### config.mk
export PLATFORM = sky130hd
export DESIGN_NAME = nand_two_plane_host
export DESIGN_NICKNAME = d
export VERILOG_FILES = /design/src/hdl/nand_host_pkg.sv /design/src/hdl/nand_pin_sync.sv /design/src/hdl/nand_two_plane_host.sv
export SDC_FILE = /design/constraint.sdc
export NUM_CORES = 1
export LEC_CHECK = 0
export ABC_CLOCK_PERIOD_IN_PS = 6750
export BUFFER_PORTS_ARGS = -buffer_cell sky130_fd_sc_hd__buf_2
export CAP_MARGIN = 10
export CORE_UTILIZATION = 52
export DETAILED_ROUTE_END_ITERATION = 7
export PLACE_DENSITY = 0.83
export SLEW_MARGIN = 30
export SYNTH_ARGS = -nofsm -noshare
export SYNTH_HDL_FRONTEND = slang
export SYNTH_HIERARCHICAL = 1
export SYNTH_SLANG_ARGS = --single-unit
### constraint.sdc
create_clock -name mclk_i -period 6.75 [get_ports mclk_i]
set_clock_uncertainty 0.1 [all_clocks]
set_input_delay 2.025 -clock mclk_i [delete_from_list [all_inputs] [get_ports mclk_i]]
set_output_delay 2.025 -clock mclk_i [all_outputs]
set_load 0.05 [all_outputs]
### src/hdl/nand_host_pkg.sv
package nand_host_pkg;

   // ----------------------------------------------------------------------
   // timing
   // ----------------------------------------------------------------------
   localparam int CLK_MHZ     = 20;
   localparam int CLK_NS      = 50;
   localparam int RST_TMO_US  = 1000;                // longest reset busy
   localparam int RST_TMO_DEF = RST_TMO_US * CLK_MHZ; // exact product, 1ms in clock cycles
   localparam int TWB_NS      = 100;                  // we high to busy
   localparam int TWHR_NS     = 60;                   // we high to re low
   localparam int SYNC_CYC    = 2;                    // pin synchroniser lag
   localparam int TWB_CYC     = (TWB_NS + CLK_NS - 1) / CLK_NS;
   localparam int TWHR_CYC    = (TWHR_NS + CLK_NS - 1) / CLK_NS;
   localparam logic [11:0] WB_WAIT  = 12'(TWB_CYC + SYNC_CYC - 1);
   localparam logic [11:0] WHR_WAIT = 12'(TWHR_CYC + SYNC_CYC - 1);

   // ----------------------------------------------------------------------
   // command and address bytes
   // ----------------------------------------------------------------------
   localparam logic [7:0] C_READ       = 8'h00;
   localparam logic [7:0] C_READ_GO    = 8'h30;
   localparam logic [7:0] C_READ_MV    = 8'h35;
   localparam logic [7:0] C_RAND       = 8'h06;
   localparam logic [7:0] C_RAND_GO    = 8'he0;
   localparam logic [7:0] C_PROG       = 8'h80;
   localparam logic [7:0] C_PROG_MV    = 8'h85;
   localparam logic [7:0] C_PLANE_NXT  = 8'h11;
   localparam logic [7:0] C_PROG_GO    = 8'h10;
   localparam logic [7:0] C_PROG_CACHE = 8'h15;
   localparam logic [7:0] C_ERASE      = 8'h60;
   localparam logic [7:0] C_ERASE_NXT  = 8'hd1;
   localparam logic [7:0] C_ERASE_GO   = 8'hd0;
   localparam logic [7:0] C_RESET      = 8'hff;
   localparam logic [7:0] C_ID         = 8'h90;
   localparam logic [7:0] ID_ADR_MAIN  = 8'h00;
   localparam logic [7:0] ID_ADR_SIG   = 8'h20;
   localparam logic [11:0] ID_MAIN_LEN = 12'h005;
   localparam logic [11:0] ID_SIG_LEN  = 12'h004;

   // ----------------------------------------------------------------------
   // sequence layout
   // ----------------------------------------------------------------------
   localparam logic [2:0] ADDR_CYC_FULL = 3'h5;
   localparam logic [2:0] ADDR_CYC_ROW  = 3'h3;
   localparam logic [2:0] ADDR_CYC_ID   = 3'h1;
   localparam logic [2:0] ROW_OFS       = 3'h2;  // erase sends row bytes
   localparam int         PLANE_BIT     = 22;    // plane select in address
   localparam logic [2:0] STAGE_DONE    = 3'h4;
   localparam logic [1:0] PH_WR_LAST    = 2'h2;
   localparam logic [1:0] PH_RD_LAST    = 2'h3;

   // ----------------------------------------------------------------------
   // types
   // ----------------------------------------------------------------------
   typedef enum logic [3:0] {
      OP_RESET, OP_ID_MAIN, OP_ID_SIG, OP_RD2, OP_RD2_MV, OP_RAND2,
      OP_PG2, OP_PG2_CACHE, OP_PG2_MV, OP_ER2, OP_ER2_NOD1
   } op_t;

   typedef enum logic [3:0] {
      S_IDLE, S_PRE, S_CMD, S_ADDR, S_DATA, S_WB, S_BUSY, S_WHR, S_RD
   } fsm_t;

   typedef struct packed {
      op_t         op;
      logic [39:0] addr0;      // first plane, byte 0 in bits 7:0
      logic [39:0] addr1;      // second plane
      logic [11:0] rd_len;     // random read length, 0 means 4096
      logic        with_data;  // move program carries new data
   } req_t;

   typedef struct packed {
      logic       ce_n;
      logic       cle;
      logic       ale;
      logic       we_n;
      logic       re_n;
      logic       wp_n;
      logic       io_oe;
      logic [7:0] io_out;
   } pins_t;

   typedef struct packed {
      fsm_t        fsm;
      req_t        req;
      logic [2:0]  stage;
      logic [11:0] cnt;
      logic [1:0]  ph;
      logic [15:0] tmr;
      pins_t       pins;
      logic [7:0]  rd_data;
      logic        rd_valid;
      logic        done;
      logic        rej;
      logic        tmo;
      logic        init_done;
      logic        rd2_done;
      logic        mv_ok;
      logic [1:0]  mv_plane;
      logic        id_mode;
   } st_t;

   typedef struct packed {
      logic [8:0] s1;
      logic [8:0] s2;
   } sync_t;

   localparam pins_t PINS_RST = '{1'b1, 1'b0, 1'b0, 1'b1, 1'b1, 1'b0,
                                  1'b0, 8'h00};
   localparam st_t ST_RST = '{S_CMD, '{OP_RESET, 40'h0, 40'h0, 12'h000,
                              1'b0}, 3'h0, 12'h000, 2'h0, 16'h0000,
                              PINS_RST, 8'h00, 1'b0, 1'b0, 1'b0, 1'b0,
                              1'b0, 1'b0, 1'b0, 2'h0, 1'b0};
   localparam sync_t SYNC_RST = '{9'h000, 9'h000};

endpackage : nand_host_pkg

### src/hdl/nand_pin_sync.sv
`timescale 1ns/1ps
`default_nettype none
module nand_pin_sync
   import nand_host_pkg::*;
(
   input  wire logic       mclk_i,
   input  wire logic       sys_rst_i,
   input  wire logic [8:0] pin_i,
   output logic      [8:0] pin_o
);

   sync_t st_r;
   sync_t st_nxt;

   // two stages; only the second is read outside
   always_comb begin
      st_nxt    = st_r;
      st_nxt.s1 = pin_i;
      st_nxt.s2 = st_r.s1;
   end

   always_ff @(posedge mclk_i or posedge sys_rst_i) begin
      if (sys_rst_i) begin
         st_r <= SYNC_RST;
      end else begin
         st_r <= st_nxt;
      end
   end

   assign pin_o = st_r.s2;

endmodule : nand_pin_sync
`default_nettype wire

### src/hdl/nand_two_plane_host.sv
// Summary of operation
// two-plane read is 00h+5 addr, 00h+5 addr, 30h or 35h; never while busy
// move program planes must match the planes of the move read
// move read confirms with 35h, leaving both pages held inside
// random read 06h+5 addr+E0h only after a completed two-plane read
// move program is 85h+addr+data, 11h, 85h+addr+data, then 10h; the data bytes go out only when with_data is set
// two-plane program 80h..11h-80h..10h; cache variant confirms with 15h
// two-plane erase 60h+3 addr, D1h optional, 60h+3 addr, D0h
// two-plane sequences refused while internal error correction is on
// FFh aborts any sequence in progress in the device
// reset may be sent while the device is busy, aborting it
// after reset the device data and cache contents count as invalid; on reset timeout rd2_done and mv_ok keep their values
// device status after reset is E0h or 60h by write protect
// after FFh ready/busy goes low, then returns high
// reset is the first command after power-on
// reset busy lasts at most 1ms; wait is timed out after that
// identifier read only when the device is idle
// identifier mode stays until another valid command is issued
// identifier with address 00h returns five bytes
// identifier with address 20h returns the four-byte signature
`timescale 1ns/1ps
`default_nettype none
module nand_two_plane_host
   import nand_host_pkg::*;
#(
   parameter int unsigned RST_TMO_CYC = RST_TMO_DEF
)(
   input  wire logic       mclk_i,
   input  wire logic       sys_rst_i,
   input  wire logic       req_valid_i,
   input  wire req_t       req_i,
   output logic            req_ready_o,
   input  wire logic       ecc_en_i,
   input  wire logic       wr_protect_i,
   input  wire logic [7:0] wr_data_i,
   input  wire logic       wr_valid_i,
   input  wire logic       wr_last_i,
   output logic            wr_ready_o,
   output logic      [7:0] rd_data_o,
   output logic            rd_valid_o,
   output logic            done_o,
   output logic            rej_o,
   output logic            tmo_o,
   output logic            init_done_o,
   output logic            id_mode_o,
   output var pins_t       nand_pins_o,
   input  wire logic [7:0] io_i,
   input  wire logic       rdy_busy_n_i
);

   // ----------------------------------------------------------------------
   // sequence tables
   // ----------------------------------------------------------------------
   // command byte of a stage, bit 8 set when the stage has one
   function automatic logic [8:0] seq_cmd(op_t op, logic [2:0] st);
      logic [8:0] r;
      logic       pl;
      r  = 9'h000;
      pl = (st == 3'h0) || (st == 3'h2);
      case (op)
         OP_RESET:    if (st == 3'h0) r = {1'b1, C_RESET};
         OP_ID_MAIN,
         OP_ID_SIG:   if (st == 3'h0) r = {1'b1, C_ID};
         OP_RD2,
         OP_RD2_MV: begin
            if (pl) r = {1'b1, C_READ};
            else if (st == 3'h3)
               r = {1'b1, (op == OP_RD2) ? C_READ_GO : C_READ_MV};
         end
         OP_RAND2: begin
            if (st == 3'h0) r = {1'b1, C_RAND};
            else if (st == 3'h3) r = {1'b1, C_RAND_GO};
         end
         OP_PG2,
         OP_PG2_CACHE,
         OP_PG2_MV: begin
            if (pl)
               r = {1'b1, (op == OP_PG2_MV) ? C_PROG_MV : C_PROG};
            else if (st == 3'h1) r = {1'b1, C_PLANE_NXT};
            else if (st == 3'h3)
               r = {1'b1, (op == OP_PG2_CACHE) ? C_PROG_CACHE : C_PROG_GO};
         end
         OP_ER2,
         OP_ER2_NOD1: begin
            if (pl) r = {1'b1, C_ERASE};
            else if (st == 3'h1 && op == OP_ER2)
               r = {1'b1, C_ERASE_NXT};
            else if (st == 3'h3) r = {1'b1, C_ERASE_GO};
         end
         default:     r = 9'h000;
      endcase
      return r;
   endfunction : seq_cmd

   function automatic logic [2:0] addr_n(op_t op, logic [2:0] st);
      logic [2:0] r;
      r = 3'h0;
      if (st == 3'h0 || st == 3'h2) begin
         case (op)
            OP_RESET:              r = 3'h0;
            OP_ID_MAIN, OP_ID_SIG: r = ADDR_CYC_ID;
            OP_ER2, OP_ER2_NOD1:   r = ADDR_CYC_ROW;
            default:               r = ADDR_CYC_FULL;
         endcase
      end
      return r;
   endfunction : addr_n

   function automatic logic is_id(op_t op);
      return (op == OP_ID_MAIN) || (op == OP_ID_SIG);
   endfunction : is_id

   function automatic logic two_plane(op_t op);
      return (op != OP_RESET) && !is_id(op);
   endfunction : two_plane

   // next stage with a command, or STAGE_DONE; then the tail of the op
   function automatic st_t advance(st_t s);
      logic [2:0] ns;
      logic [8:0] c;
      ns = STAGE_DONE;
      for (int i = 3; i >= 1; i--) begin
         c = seq_cmd(s.req.op, 3'(i));
         if (3'(i) > s.stage && c[8]) ns = 3'(i);
      end
      s.cnt = 12'h000;
      s.ph  = 2'h0;
      if (ns != STAGE_DONE) begin
         s.stage = ns;
         s.fsm   = S_CMD;
      end else begin
         s.pins.io_oe = 1'b0;
         s.fsm = (is_id(s.req.op) || s.req.op == OP_RAND2) ? S_WHR : S_WB;
      end
      return s;
   endfunction : advance

   // ----------------------------------------------------------------------
   // pin inputs and request checks
   // ----------------------------------------------------------------------
   st_t         st_r;
   st_t         st_nxt;
   logic [8:0]  pins_s;
   logic        rdy;
   logic        refuse;
   logic        issue;
   logic [2:0]  na;
   logic [8:0]  cmd;
   logic [2:0]  aidx;
   logic [39:0] aword;
   logic [7:0]  abyte;
   logic [11:0] rlen;

   nand_pin_sync u_sync (
      .mclk_i    (mclk_i),
      .sys_rst_i (sys_rst_i),
      .pin_i     ({rdy_busy_n_i, io_i}),
      .pin_o     (pins_s)
   );

   assign rdy = pins_s[8];

   // a refused request only pulses rej, leaving the device and the other flags untouched
   assign refuse =
      (!st_r.init_done && req_i.op != OP_RESET) ||
      (two_plane(req_i.op) && ecc_en_i) ||
      (req_i.op == OP_RAND2 && !st_r.rd2_done) ||
      (is_id(req_i.op) && !rdy) ||
      (req_i.op == OP_PG2_MV && (!st_r.mv_ok ||
         {req_i.addr1[PLANE_BIT], req_i.addr0[PLANE_BIT]} != st_r.mv_plane));

   assign issue = (st_r.fsm == S_IDLE) && req_valid_i && !refuse;

   // address byte for the current cycle
   assign na    = addr_n(st_r.req.op, st_r.stage);
   assign cmd   = seq_cmd(st_r.req.op, st_r.stage);
   assign aidx  = st_r.cnt[2:0] + ((na == ADDR_CYC_ROW) ? ROW_OFS : 3'h0);
   assign aword = (st_r.stage == 3'h0) ? st_r.req.addr0 : st_r.req.addr1;
   assign abyte = (st_r.req.op == OP_ID_MAIN) ? ID_ADR_MAIN :
                  (st_r.req.op == OP_ID_SIG)  ? ID_ADR_SIG  :
                  aword[{aidx, 3'b000} +: 8];
   assign rlen  = (st_r.req.op == OP_ID_MAIN) ? ID_MAIN_LEN :
                  (st_r.req.op == OP_ID_SIG)  ? ID_SIG_LEN  :
                  st_r.req.rd_len;

   // ----------------------------------------------------------------------
   // sequencer
   // ----------------------------------------------------------------------
   always_comb begin
      st_nxt           = st_r;
      st_nxt.rd_valid  = 1'b0;
      st_nxt.done      = 1'b0;
      st_nxt.rej       = 1'b0;
      st_nxt.tmo       = 1'b0;
      st_nxt.pins.wp_n = ~wr_protect_i;
      case (st_r.fsm)
         S_IDLE: begin
            if (req_valid_i && refuse) begin
               st_nxt.rej = 1'b1;
            end else if (req_valid_i) begin
               st_nxt.req     = req_i;
               st_nxt.stage   = 3'h0;
               st_nxt.ph      = 2'h0;
               st_nxt.cnt     = 12'h000;
               st_nxt.id_mode = is_id(req_i.op);
               // reset goes out even over a busy device
               st_nxt.fsm = (req_i.op != OP_RESET && !rdy) ?
                            S_PRE : S_CMD;
            end
         end
         S_PRE: if (rdy) st_nxt.fsm = S_CMD;
         S_CMD: begin
            if (st_r.ph == 2'h0) begin
               st_nxt.pins.cle    = 1'b1;
               st_nxt.pins.ale    = 1'b0;
               st_nxt.pins.io_oe  = 1'b1;
               st_nxt.pins.io_out = cmd[7:0];
               st_nxt.pins.we_n   = 1'b0;
               st_nxt.ph          = 2'h1;
            end else if (st_r.ph == 2'h1) begin
               st_nxt.pins.we_n = 1'b1;
               st_nxt.ph        = PH_WR_LAST;
            end else begin
               st_nxt.pins.cle = 1'b0;
               st_nxt.ph       = 2'h0;
               st_nxt.cnt      = 12'h000;
               if (na != 3'h0) st_nxt.fsm = S_ADDR;
               else st_nxt = advance(st_nxt);
            end
         end
         S_ADDR: begin
            if (st_r.ph == 2'h0) begin
               st_nxt.pins.ale    = 1'b1;
               st_nxt.pins.io_out = abyte;
               st_nxt.pins.we_n   = 1'b0;
               st_nxt.ph          = 2'h1;
            end else if (st_r.ph == 2'h1) begin
               st_nxt.pins.we_n = 1'b1;
               st_nxt.ph        = PH_WR_LAST;
            end else begin
               st_nxt.ph  = 2'h0;
               st_nxt.cnt = st_r.cnt + 12'h001;
               if (st_r.cnt[2:0] == na - 3'h1) begin
                  st_nxt.pins.ale = 1'b0;
                  st_nxt.cnt      = 12'h000;
                  if (st_r.req.op == OP_PG2 || st_r.req.op == OP_PG2_CACHE ||
                      (st_r.req.op == OP_PG2_MV && st_r.req.with_data))
                     st_nxt.fsm = S_DATA;
                  else
                     st_nxt = advance(st_nxt);
               end
            end
         end
         S_DATA: begin
            if (st_r.ph == 2'h0) begin
               if (wr_valid_i) begin
                  st_nxt.pins.io_out = wr_data_i;
                  st_nxt.pins.we_n   = 1'b0;
                  st_nxt.cnt         = {11'h000, wr_last_i};
                  st_nxt.ph          = 2'h1;
               end
            end else if (st_r.ph == 2'h1) begin
               st_nxt.pins.we_n = 1'b1;
               st_nxt.ph        = PH_WR_LAST;
            end else begin
               st_nxt.ph = 2'h0;
               if (st_r.cnt[0]) st_nxt = advance(st_nxt);
            end
         end
         S_WB: begin
            st_nxt.cnt = st_r.cnt + 12'h001;
            if (st_r.cnt == WB_WAIT) begin
               st_nxt.fsm = S_BUSY;
               st_nxt.tmr = 16'h0000;
            end
         end
         S_BUSY: begin
            st_nxt.tmr = st_r.tmr + 16'h0001;
            if (rdy) begin
               st_nxt.done     = 1'b1;
               st_nxt.fsm      = S_IDLE;
               st_nxt.rd2_done = (st_r.req.op == OP_RD2);
               st_nxt.mv_ok    = (st_r.req.op == OP_RD2_MV);
               st_nxt.mv_plane = {st_r.req.addr1[PLANE_BIT],
                                  st_r.req.addr0[PLANE_BIT]};
               // reset empties the registers, so nothing stays readable
               if (st_r.req.op == OP_RESET)
                  st_nxt.init_done = 1'b1;
            end else if (st_r.req.op == OP_RESET &&
                         st_r.tmr == 16'(RST_TMO_CYC - 1)) begin
               st_nxt.tmo = 1'b1;
               st_nxt.fsm = S_IDLE;
            end
         end
         S_WHR: begin
            st_nxt.cnt = st_r.cnt + 12'h001;
            if (st_r.cnt == WHR_WAIT) begin
               st_nxt.fsm = S_RD;
               st_nxt.cnt = 12'h000;
               st_nxt.ph  = 2'h0;
            end
         end
         S_RD: begin
            st_nxt.ph = st_r.ph + 2'h1;
            if (st_r.ph == 2'h0) begin
               st_nxt.pins.re_n = 1'b0;
            end else if (st_r.ph == PH_RD_LAST) begin
               st_nxt.pins.re_n = 1'b1;
               st_nxt.rd_data   = pins_s[7:0];
               st_nxt.rd_valid  = 1'b1;
               st_nxt.cnt       = st_r.cnt + 12'h001;
               if (st_r.cnt == rlen - 12'h001) begin
                  st_nxt.done = 1'b1;
                  st_nxt.fsm  = S_IDLE;
               end
            end
         end
         default: st_nxt.fsm = S_IDLE;
      endcase
      st_nxt.pins.ce_n = (st_nxt.fsm == S_IDLE);
   end

   always_ff @(posedge mclk_i or posedge sys_rst_i) begin
      if (sys_rst_i) begin
         st_r <= ST_RST;
      end else begin
         st_r <= st_nxt;
      end
   end

   // ----------------------------------------------------------------------
   // outputs
   // ----------------------------------------------------------------------
   assign req_ready_o = (st_r.fsm == S_IDLE);
   assign wr_ready_o  = (st_r.fsm == S_DATA) && (st_r.ph == 2'h0);
   assign rd_data_o   = st_r.rd_data;
   assign rd_valid_o  = st_r.rd_valid;
   assign done_o      = st_r.done;
   assign rej_o       = st_r.rej;
   assign tmo_o       = st_r.tmo;
   assign init_done_o = st_r.init_done;
   assign id_mode_o   = st_r.id_mode;
   assign nand_pins_o = st_r.pins;

   // ----------------------------------------------------------------------
   // checks
   // ----------------------------------------------------------------------
   property p_first_reset;
      @(posedge mclk_i) disable iff (sys_rst_i)
      (!st_r.init_done && st_r.fsm == S_CMD && st_r.ph == 2'h1)
         |-> st_r.pins.io_out == C_RESET;
   endproperty
   a_first_reset: assert property (p_first_reset)
      else $error("command other than reset before init");

   property p_ecc_refuse;
      @(posedge mclk_i) disable iff (sys_rst_i)
      (st_r.fsm == S_IDLE && req_valid_i && ecc_en_i && two_plane(req_i.op))
         |=> rej_o && st_r.fsm == S_IDLE;
   endproperty
   a_ecc_refuse: assert property (p_ecc_refuse)
      else $error("two-plane op issued with ecc on");

   property p_rand_refuse;
      @(posedge mclk_i) disable iff (sys_rst_i)
      (st_r.fsm == S_IDLE && req_valid_i && req_i.op == OP_RAND2 &&
       !st_r.rd2_done) |=> rej_o;
   endproperty
   a_rand_refuse: assert property (p_rand_refuse)
      else $error("random read without two-plane read");

   property p_id_idle;
      @(posedge mclk_i) disable iff (sys_rst_i)
      (st_r.fsm == S_IDLE && req_valid_i && is_id(req_i.op) && !rdy)
         |=> rej_o;
   endproperty
   a_id_idle: assert property (p_id_idle)
      else $error("identifier read issued while busy");

   property p_reset_tmo;
      @(posedge mclk_i) disable iff (sys_rst_i)
      $rose(tmo_o) |-> $past(st_r.tmr) == 16'(RST_TMO_CYC - 1);
   endproperty
   a_reset_tmo: assert property (p_reset_tmo)
      else $error("reset timeout at wrong count");

   property p_reset_clear;
      @(posedge mclk_i) disable iff (sys_rst_i)
      (st_r.fsm == S_BUSY && st_r.req.op == OP_RESET && rdy)
         |=> !st_r.rd2_done && !st_r.mv_ok && st_r.init_done && done_o;
   endproperty
   a_reset_clear: assert property (p_reset_clear)
      else $error("flags not cleared after reset");

   property p_id_mode;
      @(posedge mclk_i) disable iff (sys_rst_i)
      (issue && !is_id(req_i.op)) |=> !st_r.id_mode;
   endproperty
   a_id_mode: assert property (p_id_mode)
      else $error("identifier mode kept after new command");

   property p_wait_ready;
      @(posedge mclk_i) disable iff (sys_rst_i)
      (st_r.fsm == S_PRE && !rdy) |=> st_r.fsm == S_PRE && st_r.pins.we_n;
   endproperty
   a_wait_ready: assert property (p_wait_ready)
      else $error("command written to busy device");

   property p_erase_nod1;
      @(posedge mclk_i) disable iff (sys_rst_i)
      (st_r.req.op == OP_ER2_NOD1 && st_r.fsm == S_CMD && st_r.ph == 2'h1)
         |-> st_r.pins.io_out != C_ERASE_NXT;
   endproperty
   a_erase_nod1: assert property (p_erase_nod1)
      else $error("intermediate erase command sent");

endmodule : nand_two_plane_host
`default_nettype wire

==> results of run 1 <==
cells by family (layout without fill, tap and decap cells):
group,Yosys count,count (layout),share of synthesized area [%]
other,0,4,0
XOR/XNOR,32,32,2.978
multiplexers,134,134,16.02
AO/OA/AOI/OAI,196,196,12.91
AND/OR/NAND/NOR,281,281,15.00
adder cells (fa/ha/maj),11,11,1.394
buffers and inverters,99,215,4.764
flip-flops,185,185,46.93
worst min path at each step:
stage | startpoint | endpoint
3_3_place_gp | u_sync/st_nxt[3] | u_sync/pin_o[3]
4_1_cts | u_sync/st_nxt[2] | u_sync/pin_o[2]
3_5_place_dp | u_sync/st_nxt[2] | u_sync/pin_o[2]
2_1_floorplan | u_sync/st_nxt[0] | u_sync/pin_o[0]
5_1_grt | u_sync/st_nxt[2] | u_sync/pin_o[2]
6_report | u_sync/st_nxt[0] | u_sync/pin_o[0]
flip-flops by register name (all words and copies together) (netlist names):
signal,flops
u_sync/st_nxt,9
rd_valid_o,1
nand_pins_o,15
done_o,1
id_mode_o,1
st_r,138
init_done_o,1
rej_o,1
tmo_o,1
rd_data_o,8
u_sync/pin_o,9
power breakdown:
group	total [mW]	internal [mW]	switching [mW]
Combinational	2.06	0.845	1.21
Sequential	1.61	1.36	0.254
Clock	0.920	0.482	0.438
cell type report:
cell class	count	area, um2	share of cell area, %
tap	234	292.8	2.609
multi-input combinational	654	4807	42.84
sequential	185	4634	41.30
clock inverter	12	95.09	0.8475
clock buffer	18	439.2	3.914
timing repair buffer	162	850.8	7.582
inverter	23	91.34	0.8140
antenna	4	10.01	0.08921
layer usage:
layer	part of all wire [%]	up-vias
met3	6.3	49
met1	44	3827
met2	47	333
li1	-	3600
met5	0	-
met4	2.8	0
per-stage QoR:
step	cells	worst slack (ns)	total power [mW]	cell area, um2	hold slack (ns)
after floorplan	938	0.1132	3.158	9874	0.2312
after global placement	1257	1.966	3.575	10660	0.2331
after detailed placement	1258	1.815	3.643	10670	0.2347
after CTS	1288	2.279	4.575	11200	0.2479
after global routing	1292	2.062	4.859	11220	0.2489
final	1292	2.242	4.591	11220	0.2454
critical path, stage by stage:
cell and delay (ns):
buf_2 0.13, xor2_1 0.13, o311ai_0 0.37, o221ai_1 0.31, o21ai_0 0.45, nand2_1 0.38, or2_0 0.52, o41ai_1 0.41
Yosys cell counts, types with 13 or more instances:
library cell	instances	share of area [%]
nand2b_1	23	1.5
xor2_1	18	1.6
nor2_1	63	2.4
clkbuf_1	36	1.4
mux2_2	102	12
and3_1	16	1.0
mux2i_1	23	2.3
o21ai_0	68	3.4
nand3_1	21	1.1
xnor2_1	13	1.2
inv_1	23	0.87
a21oi_1	35	1.8
dfrtp_1	181	46
buf_4	23	1.7
nand2_1	70	2.7
==> summary.md, run 1 <==
| Metric | Value |
|---|---|
| Io pins | `152` |
| Cells after Synth | `938` |
| Leak Pwr | `5.327 nW` |
| # Post-CTS Setup Buffers | `0` |
| Power Dens Cells | `409.1 nW/um2` |
| Grt met1 use | `34.59%` |
| Max_slew headroom | `35.95%` |
| Starting Density | `52.97%` |
| Synthesized Nets | `1070` |
| Die width | `139.8 um` |
| Initial antenna violation count | `4` |
| FF-to-FF path depth | `11` |
| CP Capture Type | `flop` |
| Final Max Tran Viols | `0` |
| Clk_lat worst skew | `0.44 ns` |
| Area grow syn2layout | `13.63%` |
| First-pass GRT wire length | `38.65 mm` |
| CTS buffer count | `17` |
| Largest net degree at the start of global routing | `101` |
| Global-route track usage on met3 | `4.714%` |
| Mean Syn Cell Area | `10.53 um2` |
| Post-DRT Antenna Nets | `0` |
| Post-synth EDFFs | `0` |
| DR vias/cell | `6.044` |
| Cell Area, Synth | `9874 um2` |
| PostCTS Resize Cnt | `0` |
| Port Buffer Count | `151` |
| Clock tree sinks | `185` |
| Tmin final | `4.508 ns` |
| Detail Placement HPWL | `17.40 mm` |
| Max FO, Critical Path | `13` |
| Crit path launch type | `input port` |
| Count of final setup violators | `0` |
| Clock edge transition at the registers on the reported setup and hold paths | `0.07 ns` |
| Layout cells sized above 1 | `30.83%` |
| Final wirelength | `24.04 mm` |
| Fillcell total | `1512` |
| Drt first pass iters | `5` |
| Worst R2R Setup Slack | `2.56 ns` |
| Fmax | `221.8 MHz` |
| YS warnings | `6` |
| CP Class | `input port to flop` |
| Final net count | `1175` |
| Final Cycle Share | `66.79%` |
| Asr flop ratio synth | `100.0%` |
| CTS tree | `built` |
| Worst R2R End | `st_r[57]` |
| Gr usage total | `25.37%` |
| Max clock buf depth | `2` |
| Status | `finished clean` |
| RSZ-0062 raised after global routing | `no` |
| Distinct cell type count after synthesis | `80` |
| Worst Path Required | `6.97 ns` |
| Post-Route Setup TNS | `0 ns` |
| Final Util | `60.19%` |
| Fin. Hold Viols | `0` |
| Prevailing post-synth register cell | `dfrtp_1` |
| Synthesized flop and latch total | `185` |
| Htree depth | `4` |
| Vias in the first global route | `7445` |
| Peak supply drop | `267.5 uV` |
| Core area | `18640 um2` |
| Hold path depth | `0` |
| Total gr overflow | `0` |
| Per-cell routed wire length | `18.60 um` |
| Reg-to-Reg Start | `st_r[161]` |
| Crit path DAT | `4.73 ns` |
| Max-cap viol count | `0` |
| Clk root buf | `clkbuf_16` |
| GRT met2 Usage | `40.08%` |
| Hold buffers post-CTS | `0` |
| Most frequent cells in the layout | `dfrtp_1, buf_2, mux2_2` |
| Crit. Startpoint | `req_i[35]` |
| Commonest non-fill, non-tap cell in the layout | `dfrtp_1` |
| Measured slew at the worst slew-check pin | `0.9608 ns` |
| Hold WC Path Type | `flop to flop` |
| Die area | `19540 um2` |
| Rows | `50` |
| Sequential area share after synthesis | `46.93%` |
| DR vias | `7809` |
| Gr busiest metal | `met2` |
| Placer Congestion | `0.9482` |
| Initial DRC count | `548` |
| Drt drc | `0` |
| Worst setup path end | `st_r[56]` |
| Die Y | `139.8 um` |
Note: power is estimated with default switching activity, not from simulation.
==> run 2: changes to the inputs <==
--- a/config.mk
+++ b/config.mk
@@ -5,7 +5,8 @@
 export SDC_FILE = /design/constraint.sdc
 export NUM_CORES = 1
 export LEC_CHECK = 0
-export ABC_CLOCK_PERIOD_IN_PS = 6750
+export ABC_AREA = 1
+export ABC_CLOCK_PERIOD_IN_PS = 3900
 export BUFFER_PORTS_ARGS = -buffer_cell sky130_fd_sc_hd__buf_2
 export CAP_MARGIN = 10
 export CORE_UTILIZATION = 52
==> constraint.sdc (replaced) <==
create_clock -name mclk_i -period 3.9 [get_ports mclk_i]
set_clock_uncertainty 0.1 [all_clocks]
set_input_delay 1.17 -clock mclk_i [delete_from_list [all_inputs] [get_ports mclk_i]]
set_output_delay 1.17 -clock mclk_i [all_outputs]
set_load 0.05 [all_outputs]
==> summary.md, run 2 <==
| Metric | Value |
|---|---|
| Tmin final | `3.562 ns` |
| Cell Area, Synth | `9888 um2 (was 9874 um2)` |
| CP Capture Type | `primary output (was flop)` |
| First-pass GRT wire length | `40.52 mm (was 38.65 mm)` |
| Leak Pwr | `5.753 nW (was 5.327 nW)` |
| Max clock buf depth | `2 (unchanged)` |
| Final wirelength | `25.16 mm (was 24.04 mm)` |
| Die width | `139.9 um (was 139.8 um)` |
| Layout cells sized above 1 | `21.18% (was 30.83%)` |
| Die Y | `139.9 um (was 139.8 um)` |
| Htree depth | `4 (unchanged)` |
| Drt first pass iters | `8 (was 5)` |
| Fin. Hold Viols | `0 (unchanged)` |
| Peak supply drop | `381.6 uV (was 267.5 uV)` |
| Initial DRC count | `604 (was 548)` |
| PostCTS Resize Cnt | `0 (unchanged)` |
| Die area | `19570 um2 (was 19540 um2)` |
| Post-synth EDFFs | `0 (unchanged)` |
| DR vias/cell | `5.597 (was 6.044)` |
| Prevailing post-synth register cell | `dfrtp_1 (unchanged)` |
| Measured slew at the worst slew-check pin | `0.6559 ns (was 0.9608 ns)` |
| Detail Placement HPWL | `18.27 mm (was 17.40 mm)` |
| CP Class | `flop to primary output (was input port to flop)` |
| Power Dens Cells | `654.2 nW/um2 (was 409.1 nW/um2)` |
| Core area | `18640 um2 (unchanged)` |
| Cells after Synth | `1202 (was 938)` |
| Drt drc | `1 (was 0)` |
| Per-cell routed wire length | `16.01 um (was 18.60 um)` |
| Clk root buf | `clkbuf_16 (unchanged)` |
| Final Util | `60.46% (was 60.19%)` |
| Status | `finished with violations (was finished clean)` |
| Crit path DAT | `2.29 ns (was 4.73 ns)` |
| Asr flop ratio synth | `100.0% (unchanged)` |
| Fmax | `280.8 MHz` |
| Placer Congestion | `0.9488 (was 0.9482)` |
| Adder-cell share of the synthesized area | `1.392% (was 1.394%)` |
| Commonest non-fill, non-tap cell in the layout | `nand2_1 (was dfrtp_1)` |
| Leading area contributor after synthesis | `dfrtp_1 (unchanged)` |
| Final Max Tran Viols | `0 (unchanged)` |
| Clock tree sinks | `185 (unchanged)` |
| Vias in the first global route | `8431 (was 7445)` |
| Max-cap viol count | `0 (unchanged)` |
| Mean Syn Cell Area | `8.226 um2 (was 10.53 um2)` |
| Gr usage total | `26.45% (was 25.37%)` |
| Max FO, Critical Path | `15 (was 13)` |
| Distinct cell type count after synthesis | `49 (was 80)` |
| Failing checks | `design-rule violations` |
| Synth cell count leaders | `nand2_1, dfrtp_1, nor2_1 (was dfrtp_1, mux2_2, nand2_1)` |
| Max reg flops | `138 (unchanged)` |
| Synthesized flop and latch total | `185 (unchanged)` |
| Final Cycle Share | `91.32%` |
| Clk_lat worst skew | `0.45 ns (was 0.44 ns)` |
| Most frequent cells in the layout | `nand2_1, dfrtp_1, nor2_1 (was dfrtp_1, buf_2, mux2_2)` |
| Place WS | `0.6440 ns (was 1.815 ns)` |
| Hold WC Path Type | `flop to flop (unchanged)` |
| Post-Synth XOR/XNOR Area | `1.860% (was 2.978%)` |
| Top post-synthesis cells by area | `dfrtp_1, nand2_1, nor2_1 (was dfrtp_1, mux2_2, o21ai_0)` |
| Total gr overflow | `0 (unchanged)` |
| Top-count cell post-synth | `nand2_1 (was dfrtp_1)` |
| RSZ-0062 raised after global routing | `no (unchanged)` |
| Io pins | `152 (unchanged)` |
| Initial antenna violation count | `1 (was 4)` |
| Clock edge transition at the registers on the reported setup and hold paths | `0.07 ns (about the same)` |
| Hold buffers post-CTS | `0 (unchanged)` |
| Post-synthesis mux area share | `5.694% (was 16.02%)` |
| Sequential area share after synthesis | `46.87% (was 46.93%)` |
| CTS tree | `built (unchanged)` |
| Synthesized Nets | `1334 (was 1070)` |
| Largest net degree at the start of global routing | `168 (was 101)` |
| Crit path launch type | `flop (was input port)` |
| CTS buffer count | `17 (unchanged)` |
| Port Buffer Count | `151 (unchanged)` |
| Final setup margin | `0.3384 ns (was 2.242 ns)` |
| Post-Synth Simple-Gate Area | `21.95% (was 15.00%)` |
| Area grow syn2layout | `13.98% (was 13.63%)` |
| Combinational family with the most area after synthesis | `simple AND/OR/NAND/NOR gates (was multiplexers)` |
| Starting Density | `53.04% (was 52.97%)` |
| Final net count | `1455 (was 1175)` |
| DR vias | `8793 (was 7809)` |
| # Post-CTS Setup Buffers | `0 (unchanged)` |
| Area fraction in compound gates after synthesis | `12.49% (was 12.91%)` |
| Worst Path Required | `2.63 ns (was 6.97 ns)` |
| YS warnings | `6 (unchanged)` |
| Max_slew headroom | `56.27% (was 35.95%)` |
| Count of final setup violators | `0 (unchanged)` |
| Synth top area share | `45.81% (was 45.87%)` |
| Post-Route Setup TNS | `0 ns (unchanged)` |
| Top reg by flops | `st_r (unchanged)` |
| Rows | `50 (unchanged)` |
| Post-DRT Antenna Nets | `0 (unchanged)` |
run 2: cell types whose count changed after synthesis, moves of 23 or more:
| cell | delta |
|---|---|
| nand2_1 | +127 |
| inv_1 | +113 |
| nor2_1 | +93 |
| nand3_1 | +63 |
| a21oi_1 | +57 |
| mux2_2 | -52 |
| mux2i_1 | -23 |
| nand2b_1 | -23 |
run 2: final cells by class:
cell class	count	area, um2
Clock inverter	13	150.1
Tap cell	234	292.8
Fill cell	1627	7372
Clock buffer	19	442.9
Timing Repair Buffer	163	890.9
Multi-Input combinational cell	808	4298
Inverter	148	559.3
Antenna cell	1	2.502
Sequential cell	185	4634
run 2: report_power, final:
part           total [mW]  internal, mW  switching (mW)
Clock                1.74         0.927           0.814
Combinational        2.88         0.969            1.91
Sequential           2.75          2.45           0.302
run 2: metal layers:
metal	share of wire (%)	vias to the layer above	track usage, %	routed length, um
li1	-	4171	-	-
met3	6.0	83	5.607	1513
met4	4.3	0	13.77	1085
met1	40	4190	31.91	10120
met5	0	-	0	0
met2	49	349	44.71	12440
run 2: worst max-delay path, stage by stage, from the launching register on:
cell     delay, ns
dfrtp_1       0.45
inv_2         0.12
nand2_2       0.09
nor2_2        0.49
inv_2         0.11
nor2_1        0.27
buf_2         0.33
run 2: cells by family after synthesis:
group                    after synthesis
flip-flops                           185
AND/OR/NAND/NOR                      500
AO/OA/AOI/OAI                        226
multiplexers                          50
adder cells (fa/ha/maj)               11
buffers and inverters                209
XOR/XNOR                              21
run 2: through the flow:
step	hold slack, ns	instances	cell area, um2	total power [mW]
6_report	0.2514	1571	11270	7.374
3_3_place_gp	0.2323	1537	10650	5.492
5_1_grt	0.2582	1570	11270	7.822
4_1_cts	0.2513	1569	11240	7.361
3_5_place_dp	0.2355	1537	10650	5.599
2_1_floorplan	0.2312	1202	9892	4.965
run 2: worst paths after layout:
path	start	endpoint	slack (ns)	depth (start not counted)
setup / recovery	st_r[163]	wr_ready_o	0.34	6
hold / removal	u_sync/st_nxt[3]	u_sync/pin_o[3]	0.25	0
setup reg to reg	st_r[65]	st_r[63]	0.83	16
hold reg to reg	u_sync/st_nxt[3]	u_sync/pin_o[3]	0.25	0
max in group asynchronous	sys_rst_i	st_r[86]	2.08	4
min in group asynchronous	sys_rst_i	st_r[65]	0.70	3
